<file path="src/eau_pkg.sv">
// Shared types and constants of the effective-address unit.
// Assumes one system clock; all users import eau_pkg::*.
package eau_pkg;

	// ==========================================================
	// Addressing modes, access sizes, absolute lengths
	typedef enum logic [3:0]
	{
		EAU_M_IND     = 4'h0,
		EAU_M_DISP    = 4'h1,
		EAU_M_POSTINC = 4'h2,
		EAU_M_PREDEC  = 4'h3,
		EAU_M_ABS     = 4'h4,
		EAU_M_IMM     = 4'h5,
		EAU_M_PCREL   = 4'h6,
		EAU_M_MEMIND  = 4'h7,
		EAU_M_BITNUM  = 4'h8,
		EAU_M_TRAP    = 4'h9
	} eau_mode_type;

	typedef enum logic [1:0]
	{
		EAU_SZ_BYTE = 2'h0,
		EAU_SZ_WORD = 2'h1,
		EAU_SZ_LONG = 2'h2
	} eau_size_type;

	typedef enum logic [1:0]
	{
		EAU_LEN_8  = 2'h0,
		EAU_LEN_16 = 2'h1,
		EAU_LEN_24 = 2'h2
	} eau_len_type;

	// ==========================================================
	// Constants
	localparam logic [31:0] EAU_STEP_BYTE  = 32'h0000_0001;
	localparam logic [31:0] EAU_STEP_WORD  = 32'h0000_0002;
	localparam logic [31:0] EAU_STEP_LONG  = 32'h0000_0004;
	localparam logic [15:0] EAU_ABS8_UPPER = 16'hFFFF;
	localparam logic [15:0] EAU_IND_UPPER  = 16'h0000;
	localparam logic [3:0]  EAU_MB1_UPPER  = 4'h0;
	localparam int          EAU_MB1_LSB    = 20;
	localparam logic [23:0] EAU_ADDR_RST   = 24'h000000;
	localparam logic [31:0] EAU_DATA_RST   = 32'h0000_0000;

	// ==========================================================
	// Helpers
	function automatic logic [31:0] eau_step_amt(input eau_size_type sz);
		logic [31:0] r;
		r = EAU_STEP_BYTE;
		if (sz == EAU_SZ_WORD)
			r = EAU_STEP_WORD;
		else if (sz == EAU_SZ_LONG)
			r = EAU_STEP_LONG;
		return r;
	endfunction

	function automatic logic [23:0] eau_final(input logic [23:0] a, input logic even, input logic mb1);
		logic [23:0] r;
		r = a;
		if (even)
			r[0] = 1'b0;
		if (mb1)
			r[23:EAU_MB1_LSB] = EAU_MB1_UPPER;
		return r;
	endfunction

endpackage

</file>
<file path="src/eau_ptr_step.sv">
// Pointer step for post-increment and pre-decrement.
// Assumes the size code is legal; an illegal code steps by one.
`timescale 1ns/10ps
module eau_ptr_step
	import eau_pkg::*;
(
	input  wire logic [31:0]  i_ptr,
	input  wire eau_size_type i_size,
	input  wire logic         i_dec,
	output logic [31:0]       o_ptr
);

	// ==========================================================
	// Full 32-bit arithmetic; carry past bit 23 is kept
	logic [31:0] amt;

	always_comb
	begin
		amt = eau_step_amt(i_size);
		if (i_dec)
			o_ptr = i_ptr - amt;
		else
			o_ptr = i_ptr + amt;
	end

endmodule

</file>
<file path="src/eau_rel_add.sv">
// Base plus displacement adder, 24-bit result.
// Assumes the displacement sits in the low bits of i_disp.
`timescale 1ns/10ps
module eau_rel_add
	import eau_pkg::*;
(
	input  wire logic [23:0] i_base,
	input  wire logic [23:0] i_disp,
	input  wire eau_len_type i_len,
	output logic [23:0]      o_sum
);

	// ==========================================================
	// Sign extension by displacement width
	logic [23:0] ext;

	always_comb
	begin
		unique case (i_len)
			EAU_LEN_8:  ext = {{16{i_disp[7]}}, i_disp[7:0]};
			EAU_LEN_16: ext = {{8{i_disp[15]}}, i_disp[15:0]};
			default:    ext = i_disp;
		endcase
		o_sum = i_base + ext;
	end

endmodule

</file>
<file path="src/eau_core.sv">
// Effective-address unit: forms operand, branch and vector addresses.
// Assumes decoder holds request fields while i_req_valid is high,
// i_pc is the address of the next instruction's first byte.
//
// Operation
// - Post-increment: address is low 24 pointer bits, then pointer grows by size.
// - Post-increment step is 1, 2 or 4 for byte, word, longword.
// - Pre-decrement: pointer shrinks first, stored, low 24 bits address.
// - Pre-decrement step is 1, 2 or 4 for byte, word, longword.
// - 8-bit absolute address gets upper 16 bits all ones.
// - 16-bit absolute address sign-extends bit 15 into upper 8 bits.
// - 24-bit absolute address passes unchanged, reaching whole space.
// - 1-Mbyte modes drop upper 4 address bits, giving 20 bits.
// - Immediate operand of 8, 16 or 32 bits taken from code.
// - Bit instructions decode a 3-bit immediate bit number.
// - Trap instruction's 2-bit field selects its vector address.
// - PC-relative: sign-extend 8/16-bit displacement, add to 24-bit PC.
// - Relative base is next instruction's first byte address.
// - Memory indirect: longword read, first byte dropped, 24-bit target.
// - Memory-indirect pointer address has upper bits zero, lowest 256 bytes.
// - Word, longword (except memory-indirect pointer read) and branch addresses have bit 0 forced to zero.
// - 16-bit register displacement is sign-extended before adding.
`timescale 1ns/10ps
module eau_core
	import eau_pkg::*;
#(
	parameter logic [23:0] TRAP_VEC_BASE = 24'h000020
)
(
	input  wire logic         i_clock,
	input  wire logic         i_rst,
	input  wire logic         i_req_valid,
	input  wire eau_mode_type i_mode,
	input  wire eau_size_type i_size,
	input  wire eau_len_type  i_len,
	input  wire logic [2:0]   i_ptr_sel,
	input  wire logic [31:0]  i_ptr_value,
	input  wire logic [31:0]  i_ext,
	input  wire logic [2:0]   i_op_field,
	input  wire logic [23:0]  i_pc,
	input  wire logic         i_mode_1mb,
	input  wire logic         i_acc_ready,
	input  wire logic         i_rd_valid,
	input  wire logic [31:0]  i_rd_data,
	output logic              o_req_ready,
	output logic              o_acc_valid,
	output logic [23:0]       o_acc_addr,
	output eau_size_type      o_acc_size,
	output logic              o_acc_ind,
	output logic              o_wb_valid,
	output logic [2:0]        o_wb_sel,
	output logic [31:0]       o_wb_value,
	output logic              o_imm_valid,
	output logic [31:0]       o_imm_value,
	output logic              o_bit_valid,
	output logic [2:0]        o_bit_num,
	output logic              o_vec_valid,
	output logic [23:0]       o_vec_addr,
	output logic              o_tgt_valid,
	output logic [23:0]       o_tgt_addr
);

	// ==========================================================
	// State
	typedef enum logic [1:0]
	{
		EAU_ST_IDLE   = 2'b00,
		EAU_ST_ACCESS = 2'b01,
		EAU_ST_INDRD  = 2'b10
	} eau_state_type;

	eau_state_type state;
	eau_state_type next_state;
	logic          wb_pend;
	logic          next_wb_pend;
	logic          ind_mb;
	logic          next_ind_mb;
	logic          next_req_ready;
	logic          next_acc_valid;
	logic [23:0]   next_acc_addr;
	eau_size_type  next_acc_size;
	logic          next_acc_ind;
	logic          next_wb_valid;
	logic [2:0]    next_wb_sel;
	logic [31:0]   next_wb_value;
	logic          next_imm_valid;
	logic [31:0]   next_imm_value;
	logic          next_bit_valid;
	logic [2:0]    next_bit_num;
	logic          next_vec_valid;
	logic [23:0]   next_vec_addr;
	logic          next_tgt_valid;
	logic [23:0]   next_tgt_addr;
	logic          take;
	logic          acc_taken;
	logic          even;
	logic [31:0]   step_ptr;
	logic [23:0]   pc_sum;
	logic [23:0]   disp_sum;
	logic [23:0]   abs_addr;

	assign take      = i_req_valid && o_req_ready;
	assign acc_taken = o_acc_valid && i_acc_ready;
	assign even      = (i_size != EAU_SZ_BYTE);

	// ==========================================================
	// Arithmetic
	eau_ptr_step u_step
	(
		.i_ptr  (i_ptr_value),
		.i_size (i_size),
		.i_dec  (i_mode == EAU_M_PREDEC),
		.o_ptr  (step_ptr)
	);

	eau_rel_add u_pcrel
	(
		.i_base (i_pc),
		.i_disp (i_ext[23:0]),
		.i_len  (i_len),
		.o_sum  (pc_sum)
	);

	// Displacement mode allows 16 or 24 bits only
	eau_rel_add u_disp
	(
		.i_base (i_ptr_value[23:0]),
		.i_disp (i_ext[23:0]),
		.i_len  ((i_len == EAU_LEN_16) ? EAU_LEN_16 : EAU_LEN_24),
		.o_sum  (disp_sum)
	);

	always_comb
	begin
		unique case (i_len)
			EAU_LEN_8:  abs_addr = {EAU_ABS8_UPPER, i_ext[7:0]};
			EAU_LEN_16: abs_addr = {{8{i_ext[15]}}, i_ext[15:0]};
			default:    abs_addr = i_ext[23:0];
		endcase
	end

	// ==========================================================
	// Next-state logic
	always_comb
	begin
		next_state     = state;
		next_wb_pend   = wb_pend;
		next_ind_mb    = ind_mb;
		next_req_ready = o_req_ready;
		next_acc_valid = o_acc_valid;
		next_acc_addr  = o_acc_addr;
		next_acc_size  = o_acc_size;
		next_acc_ind   = o_acc_ind;
		next_wb_valid  = 1'b0;
		next_wb_sel    = o_wb_sel;
		next_wb_value  = o_wb_value;
		next_imm_valid = 1'b0;
		next_imm_value = o_imm_value;
		next_bit_valid = 1'b0;
		next_bit_num   = o_bit_num;
		next_vec_valid = 1'b0;
		next_vec_addr  = o_vec_addr;
		next_tgt_valid = 1'b0;
		next_tgt_addr  = o_tgt_addr;
		unique case (state)
			EAU_ST_IDLE:
			begin
				if (take)
				begin
					next_acc_size = i_size;
					next_acc_ind  = 1'b0;
					next_wb_pend  = 1'b0;
					next_wb_sel   = i_ptr_sel;
					next_wb_value = step_ptr;
					// Decoder may move on after take; indirect target keeps this mode
					next_ind_mb   = i_mode_1mb;
					unique case (i_mode)
						EAU_M_IND, EAU_M_DISP, EAU_M_POSTINC, EAU_M_PREDEC, EAU_M_ABS:
						begin
							next_state     = EAU_ST_ACCESS;
							next_req_ready = 1'b0;
							next_acc_valid = 1'b1;
							if (i_mode == EAU_M_DISP)
								next_acc_addr = eau_final(disp_sum, even, i_mode_1mb);
							else if (i_mode == EAU_M_PREDEC)
								next_acc_addr = eau_final(step_ptr[23:0], even, i_mode_1mb);
							else if (i_mode == EAU_M_ABS)
								next_acc_addr = eau_final(abs_addr, even, i_mode_1mb);
							else
								next_acc_addr = eau_final(i_ptr_value[23:0], even, i_mode_1mb);
							next_wb_pend = (i_mode == EAU_M_POSTINC) || (i_mode == EAU_M_PREDEC);
						end
						EAU_M_MEMIND:
						begin
							next_state     = EAU_ST_ACCESS;
							next_req_ready = 1'b0;
							next_acc_valid = 1'b1;
							next_acc_size  = EAU_SZ_LONG;
							next_acc_ind   = 1'b1;
							next_acc_addr  = {EAU_IND_UPPER, i_ext[7:0]};
						end
						EAU_M_IMM:
						begin
							next_imm_valid = 1'b1;
							unique case (i_size)
								EAU_SZ_BYTE: next_imm_value = {24'h000000, i_ext[7:0]};
								EAU_SZ_WORD: next_imm_value = {16'h0000, i_ext[15:0]};
								default:     next_imm_value = i_ext;
							endcase
						end
						EAU_M_PCREL:
						begin
							next_tgt_valid = 1'b1;
							next_tgt_addr  = eau_final(pc_sum, 1'b1, i_mode_1mb);
						end
						EAU_M_BITNUM:
						begin
							next_bit_valid = 1'b1;
							next_bit_num   = i_op_field;
						end
						EAU_M_TRAP:
						begin
							next_vec_valid = 1'b1;
							next_vec_addr  = eau_final(TRAP_VEC_BASE + {20'h00000, i_op_field[1:0], 2'h0},
								1'b1, i_mode_1mb);
						end
						default:
						begin
							next_imm_valid = 1'b0;
						end
					endcase
				end
			end
			EAU_ST_ACCESS:
			begin
				if (acc_taken)
				begin
					next_acc_valid = 1'b0;
					next_acc_ind   = 1'b0;
					next_wb_valid  = wb_pend;
					next_wb_pend   = 1'b0;
					if (o_acc_ind)
						next_state = EAU_ST_INDRD;
					else
					begin
						next_state     = EAU_ST_IDLE;
						next_req_ready = 1'b1;
					end
				end
			end
			EAU_ST_INDRD:
			begin
				// Top byte of the fetched longword is ignored
				if (i_rd_valid)
				begin
					next_tgt_valid = 1'b1;
					next_tgt_addr  = eau_final(i_rd_data[23:0], 1'b1, ind_mb);
					next_state     = EAU_ST_IDLE;
					next_req_ready = 1'b1;
				end
			end
			default:
			begin
				next_state     = EAU_ST_IDLE;
				next_req_ready = 1'b1;
				next_acc_valid = 1'b0;
			end
		endcase
	end

	// ==========================================================
	// Registers
	always_ff @(posedge i_clock or posedge i_rst)
	begin
		if (i_rst)
		begin
			state       <= EAU_ST_IDLE;
			wb_pend     <= 1'b0;
			ind_mb      <= 1'b0;
			o_req_ready <= 1'b1;
			o_acc_valid <= 1'b0;
			o_acc_addr  <= EAU_ADDR_RST;
			o_acc_size  <= EAU_SZ_BYTE;
			o_acc_ind   <= 1'b0;
			o_wb_valid  <= 1'b0;
			o_wb_sel    <= 3'h0;
			o_wb_value  <= EAU_DATA_RST;
			o_imm_valid <= 1'b0;
			o_imm_value <= EAU_DATA_RST;
			o_bit_valid <= 1'b0;
			o_bit_num   <= 3'h0;
			o_vec_valid <= 1'b0;
			o_vec_addr  <= EAU_ADDR_RST;
			o_tgt_valid <= 1'b0;
			o_tgt_addr  <= EAU_ADDR_RST;
		end
		else
		begin
			state       <= next_state;
			wb_pend     <= next_wb_pend;
			ind_mb      <= next_ind_mb;
			o_req_ready <= next_req_ready;
			o_acc_valid <= next_acc_valid;
			o_acc_addr  <= next_acc_addr;
			o_acc_size  <= next_acc_size;
			o_acc_ind   <= next_acc_ind;
			o_wb_valid  <= next_wb_valid;
			o_wb_sel    <= next_wb_sel;
			o_wb_value  <= next_wb_value;
			o_imm_valid <= next_imm_valid;
			o_imm_value <= next_imm_value;
			o_bit_valid <= next_bit_valid;
			o_bit_num   <= next_bit_num;
			o_vec_valid <= next_vec_valid;
			o_vec_addr  <= next_vec_addr;
			o_tgt_valid <= next_tgt_valid;
			o_tgt_addr  <= next_tgt_addr;
		end
	end

	// ==========================================================
	// Checks
	logic [31:0]  h_ptr;
	logic [31:0]  h_ext;
	logic [23:0]  h_pc;
	eau_size_type h_size;
	eau_mode_type h_mode;
	logic         h_mb;
	logic [31:0]  h_dec;
	logic [23:0]  h_rel8;

	always_ff @(posedge i_clock)
	begin
		if (take)
		begin
			h_ptr  <= i_ptr_value;
			h_ext  <= i_ext;
			h_pc   <= i_pc;
			h_size <= i_size;
			h_mode <= i_mode;
			h_mb   <= i_mode_1mb;
		end
	end

	assign h_dec  = h_ptr - eau_step_amt(h_size);
	assign h_rel8 = h_pc + {{16{h_ext[7]}}, h_ext[7:0]};
endmodule

</file>
<file path="config.mk">
export PLATFORM = sky130hd
export DESIGN_NAME = eau_core
export DESIGN_NICKNAME = d
export VERILOG_FILES = /design/src/eau_pkg.sv /design/src/eau_ptr_step.sv /design/src/eau_rel_add.sv /design/src/eau_core.sv
export SDC_FILE = /design/constraint.sdc
export NUM_CORES = 1
export LEC_CHECK = 0
export ABC_CLOCK_PERIOD_IN_PS = 3900
export BUFFER_PORTS_ARGS = -buffer_cell sky130_fd_sc_hd__buf_2
export CORE_UTILIZATION = 49
export DETAILED_ROUTE_END_ITERATION = 10
export PLACE_DENSITY = 0.91
export SLEW_MARGIN = 20
export SYNTH_ARGS = -nofsm -noshare
export SYNTH_HDL_FRONTEND = slang
export SYNTH_SLANG_ARGS = --single-unit
</file>
<file path="constraint.sdc">
create_clock -name i_clock -period 3.9 [get_ports i_clock]
set_clock_uncertainty 0.05 [all_clocks]
set_input_delay 0.39 -clock i_clock [delete_from_list [all_inputs] [get_ports i_clock]]
set_output_delay 0.39 -clock i_clock [all_outputs]
set_load 0.02 [all_outputs]
</file>
==> reports/results.txt <==
initial antenna violation count = 0
row cnt = 52
dominant synthesized flop cell = sky130_fd_sc_hd__dfrtp_1
antenna viol nets, final = 0
crit-path max FO = 9
leading post-synthesis cells by cell area = sky130_fd_sc_hd__dfrtp_1, sky130_fd_sc_hd__ha_1, sky130_fd_sc_hd__nand2_1, sky130_fd_sc_hd__o21ai_0, sky130_fd_sc_hd__a21oi_1
worst flop-to-flop path endpoint = o_tgt_addr[16]
Ports = 292
Synth area leader = sky130_fd_sc_hd__dfrtp_1
largest buffer count on any clock path = 2
fmax = 281 MHz
status = finished, final reports clean
CTS Root Buffer Type = sky130_fd_sc_hd__clkbuf_16
CTS H-Tree Depth = 4
transition time at the pin with the least slew margin = 1.09 ns
Min-Delay Startpoint = i_ptr_sel[1]
count of mapped cells out of synthesis = 1289
DRC violations left = 0
height of the die = 148 um
data required time of the worst path = 4.16 ns
wire length per cell after detailed routing = 18.8 um
Sink Count = 134
kind of start point of the critical path = input port
worst relative slew slack = 0.274
DPL Wire Length = 26.0 mm
share of the synthesized area in the top cell type = 0.321
cell area after technology mapping = 10400 um2
number of enable flip-flop cells after synthesis = 0
Overflow after GRT = 0
Hold Crit Class = in -> reg
worst-case register-to-register setup slack = 0.40 ns
number of DRC markers after the initial detailed-route iteration = 895
GP Congestion = 0.959
share of synthesized area occupied by flip-flops and latches = 0.323
portion of the clock cycle consumed by the worst path in the final layout = 0.911
post-synthesis async set-or-reset flop share = 1.00
final number of hold-violating endpoints = 0
leading cell types in the layout, fill and taps excluded = sky130_fd_sc_hd__buf_2, sky130_fd_sc_hd__nand2_1, sky130_fd_sc_hd__dfrtp_1, sky130_fd_sc_hd__o21ai_0, sky130_fd_sc_hd__nor2_1
Detailed Routing Iterations Pass 1 = 6
post-CTS setup buffers = 0
detailed-route vias per instance = 6.16
width of the die = 148 um
Yosys Warn Count = 0
clk_lat worst skew = 0.43 ns
RSZ-0062 raised after global routing = no
area of the core = 20500 um2
# Max-Cap Violations = 0
number of nets in the finished design = 1779
via count = 11335
total detailed-routing wirelength = 34.6 mm
CTS tree = done
share of cells above drive strength 1 = 0.233
number of port buffers = 260
initial standard-cell utilization of the core = 0.506
commonest non-fill, non-tap cell in the layout = sky130_fd_sc_hd__buf_2
core utilization of the finished layout = 0.618
mean area per synthesized cell = 8.05 um2
Hold Buf Count CTS = 0
Crit path arrival time = 3.81 ns
launching point of the worst reg2reg path = state[0]
Gates resized, CTS repair = 0
leakage power total = 6.81 nW
number of global-route vias before repair = 10703
category of the critical setup timing path = in -> reg
CTS Buf Count = 17
Power, Total = 0.00396 W
final total negative setup slack = 0 ns
total of endpoints with negative setup slack in the final report = 0
maximum number of pins on one net before global-route repair = 135
wire length of the first global-routing pass = 54.1 mm
minimum setup slack after placement = 0.0371 ns
overall global routing resource usage = 0.318
area of the die = 21800 um2
Tmin final = 3.55 ns
crit path to = o_wb_value[31]
origin of the worst setup path = i_mode[0]
setup ws final = 0.347 ns
clock input transition at the sequential cells of the worst setup and hold paths = 0.06 ns
number of filler instances in the final layout = 1760
number of pins with negative max-slew slack in the final report = 0
flops & latches, synth = 134
Cell Pwr Density = 313 nW/um2
number of cell instances on the worst register-to-register path = 7
worst IR drop on VDD = 0.000253 V
kind of end point of the critical path = flip-flop
layout-stage area growth over the synthesis result = 22.1%
count of cell types in the netlist = 75
-- synth_stat cells, types with 15 or more instances --
cell type,count
sky130_fd_sc_hd__nand2_1,217
sky130_fd_sc_hd__ha_1,79
sky130_fd_sc_hd__inv_1,38
sky130_fd_sc_hd__buf_4,22
sky130_fd_sc_hd__nand2b_1,15
sky130_fd_sc_hd__and3_1,17
sky130_fd_sc_hd__a21oi_1,90
sky130_fd_sc_hd__nor3_1,34
sky130_fd_sc_hd__or3_1,16
sky130_fd_sc_hd__xnor2_1,31
sky130_fd_sc_hd__a31oi_1,15
sky130_fd_sc_hd__nor2b_1,20
sky130_fd_sc_hd__o21ai_0,103
sky130_fd_sc_hd__a211oi_1,22
sky130_fd_sc_hd__nand3_1,50
sky130_fd_sc_hd__xor2_1,18
sky130_fd_sc_hd__dfrtp_1,133
sky130_fd_sc_hd__clkbuf_1,47
sky130_fd_sc_hd__nor2_1,93
sky130_fd_sc_hd__a21o_1,35
-- worst min path at each step --
stage,endpoint,slack (ns),cells past startpoint
finish,o_wb_sel[1],0.10,3
global placement,o_imm_value[11],0.40,2
floorplan,ind_mb,0.40,2
detailed placement,o_imm_value[16],0.40,2
CTS,o_wb_sel[1],0.10,3
global route,o_wb_sel[2],0.11,3
-- layout make-up --
cell class	count	area, um2	share of cell area
diodes	1	2.50	0.000198
flip-flops and latches	134	3350	0.265
well taps	270	338	0.0267
clock buffers	20	457	0.0361
inverters	39	150	0.0119
multi-input cells	1062	6600	0.521
repair buffers	303	1640	0.129
clock inverters	12	129	0.0102
-- per-stage QoR --
| step | hold WS (ns) | instances | instance area [um2] |
|---|---|---|---|
| after detailed placement | 0.401 | 1808 | 12100 |
| final | 0.101 | 1841 | 12700 |
| after CTS | 0.101 | 1840 | 12700 |
| after global routing | 0.112 | 1840 | 12700 |
| after floorplan | 0.396 | 1310 | 10500 |
| after global placement | 0.396 | 1808 | 12100 |
-- power breakdown --
part / leakage (nW) / switching [W] / internal (W)
sequential: 1.85 / 0 / 0.00139
combinational: 4.67 / 0.000563 / 0.000364
clock: 0.282 / 0.000671 / 0.000972
-- per-layer routing --
layer / up-vias / share of wire / GRT usage
li1: 5164 / - / -
met1: 5299 / 0.39 / 0.402
met2: 688 / 0.46 / 0.506
met3: 184 / 0.087 / 0.0546
met4: 0 / 0.065 / 0.199
met5: - / 0 / 0
-- state kept, by name (all words and copies together) (netlist names) --
register     count
o_acc_addr      24
o_acc_valid      1
o_wb_valid       1
o_req_ready      1
o_bit_num        3
o_wb_sel         3
state            2
o_tgt_addr      23
o_imm_valid      1
o_tgt_valid      1
o_wb_value      32
o_vec_valid      1
ind_mb           1
o_vec_addr       3
o_acc_size       2
wb_pend          1
o_acc_ind        1
o_bit_valid      1
o_imm_value     32
-- logic make-up (layout without fill, tap and decap cells) --
logic type,after synthesis,in the layout,share of synthesized area
xor+xnor,49,49,0.0414
flops,134,134,0.323
compound gates,385,385,0.241
mux,20,20,0.0206
fa+ha+maj,82,82,0.101
other cells,1,23,0.000361
buf+inv,114,374,0.0493
simple gates,504,504,0.223
-- worst max-delay path: stages --
cell and delay, ns:
sky130_fd_sc_hd__buf_2 0.09, sky130_fd_sc_hd__inv_1 0.06, sky130_fd_sc_hd__nor3_2 0.21, sky130_fd_sc_hd__nand2_1 0.16, sky130_fd_sc_hd__buf_4 0.20, sky130_fd_sc_hd__inv_1 0.29, sky130_fd_sc_hd__buf_4 0.24, sky130_fd_sc_hd__ha_1 0.24
sky130_fd_sc_hd__and3_1 0.19, sky130_fd_sc_hd__o21ai_0 0.40, sky130_fd_sc_hd__nor4bb_1 0.25, sky130_fd_sc_hd__or2_2 0.19, sky130_fd_sc_hd__o21ai_0 0.16, sky130_fd_sc_hd__a2111oi_2 0.41, sky130_fd_sc_hd__mux2i_1 0.24, sky130_fd_sc_hd__a21oi_1 0.08
No activity file was read; power rests on OpenSTA's default activity.
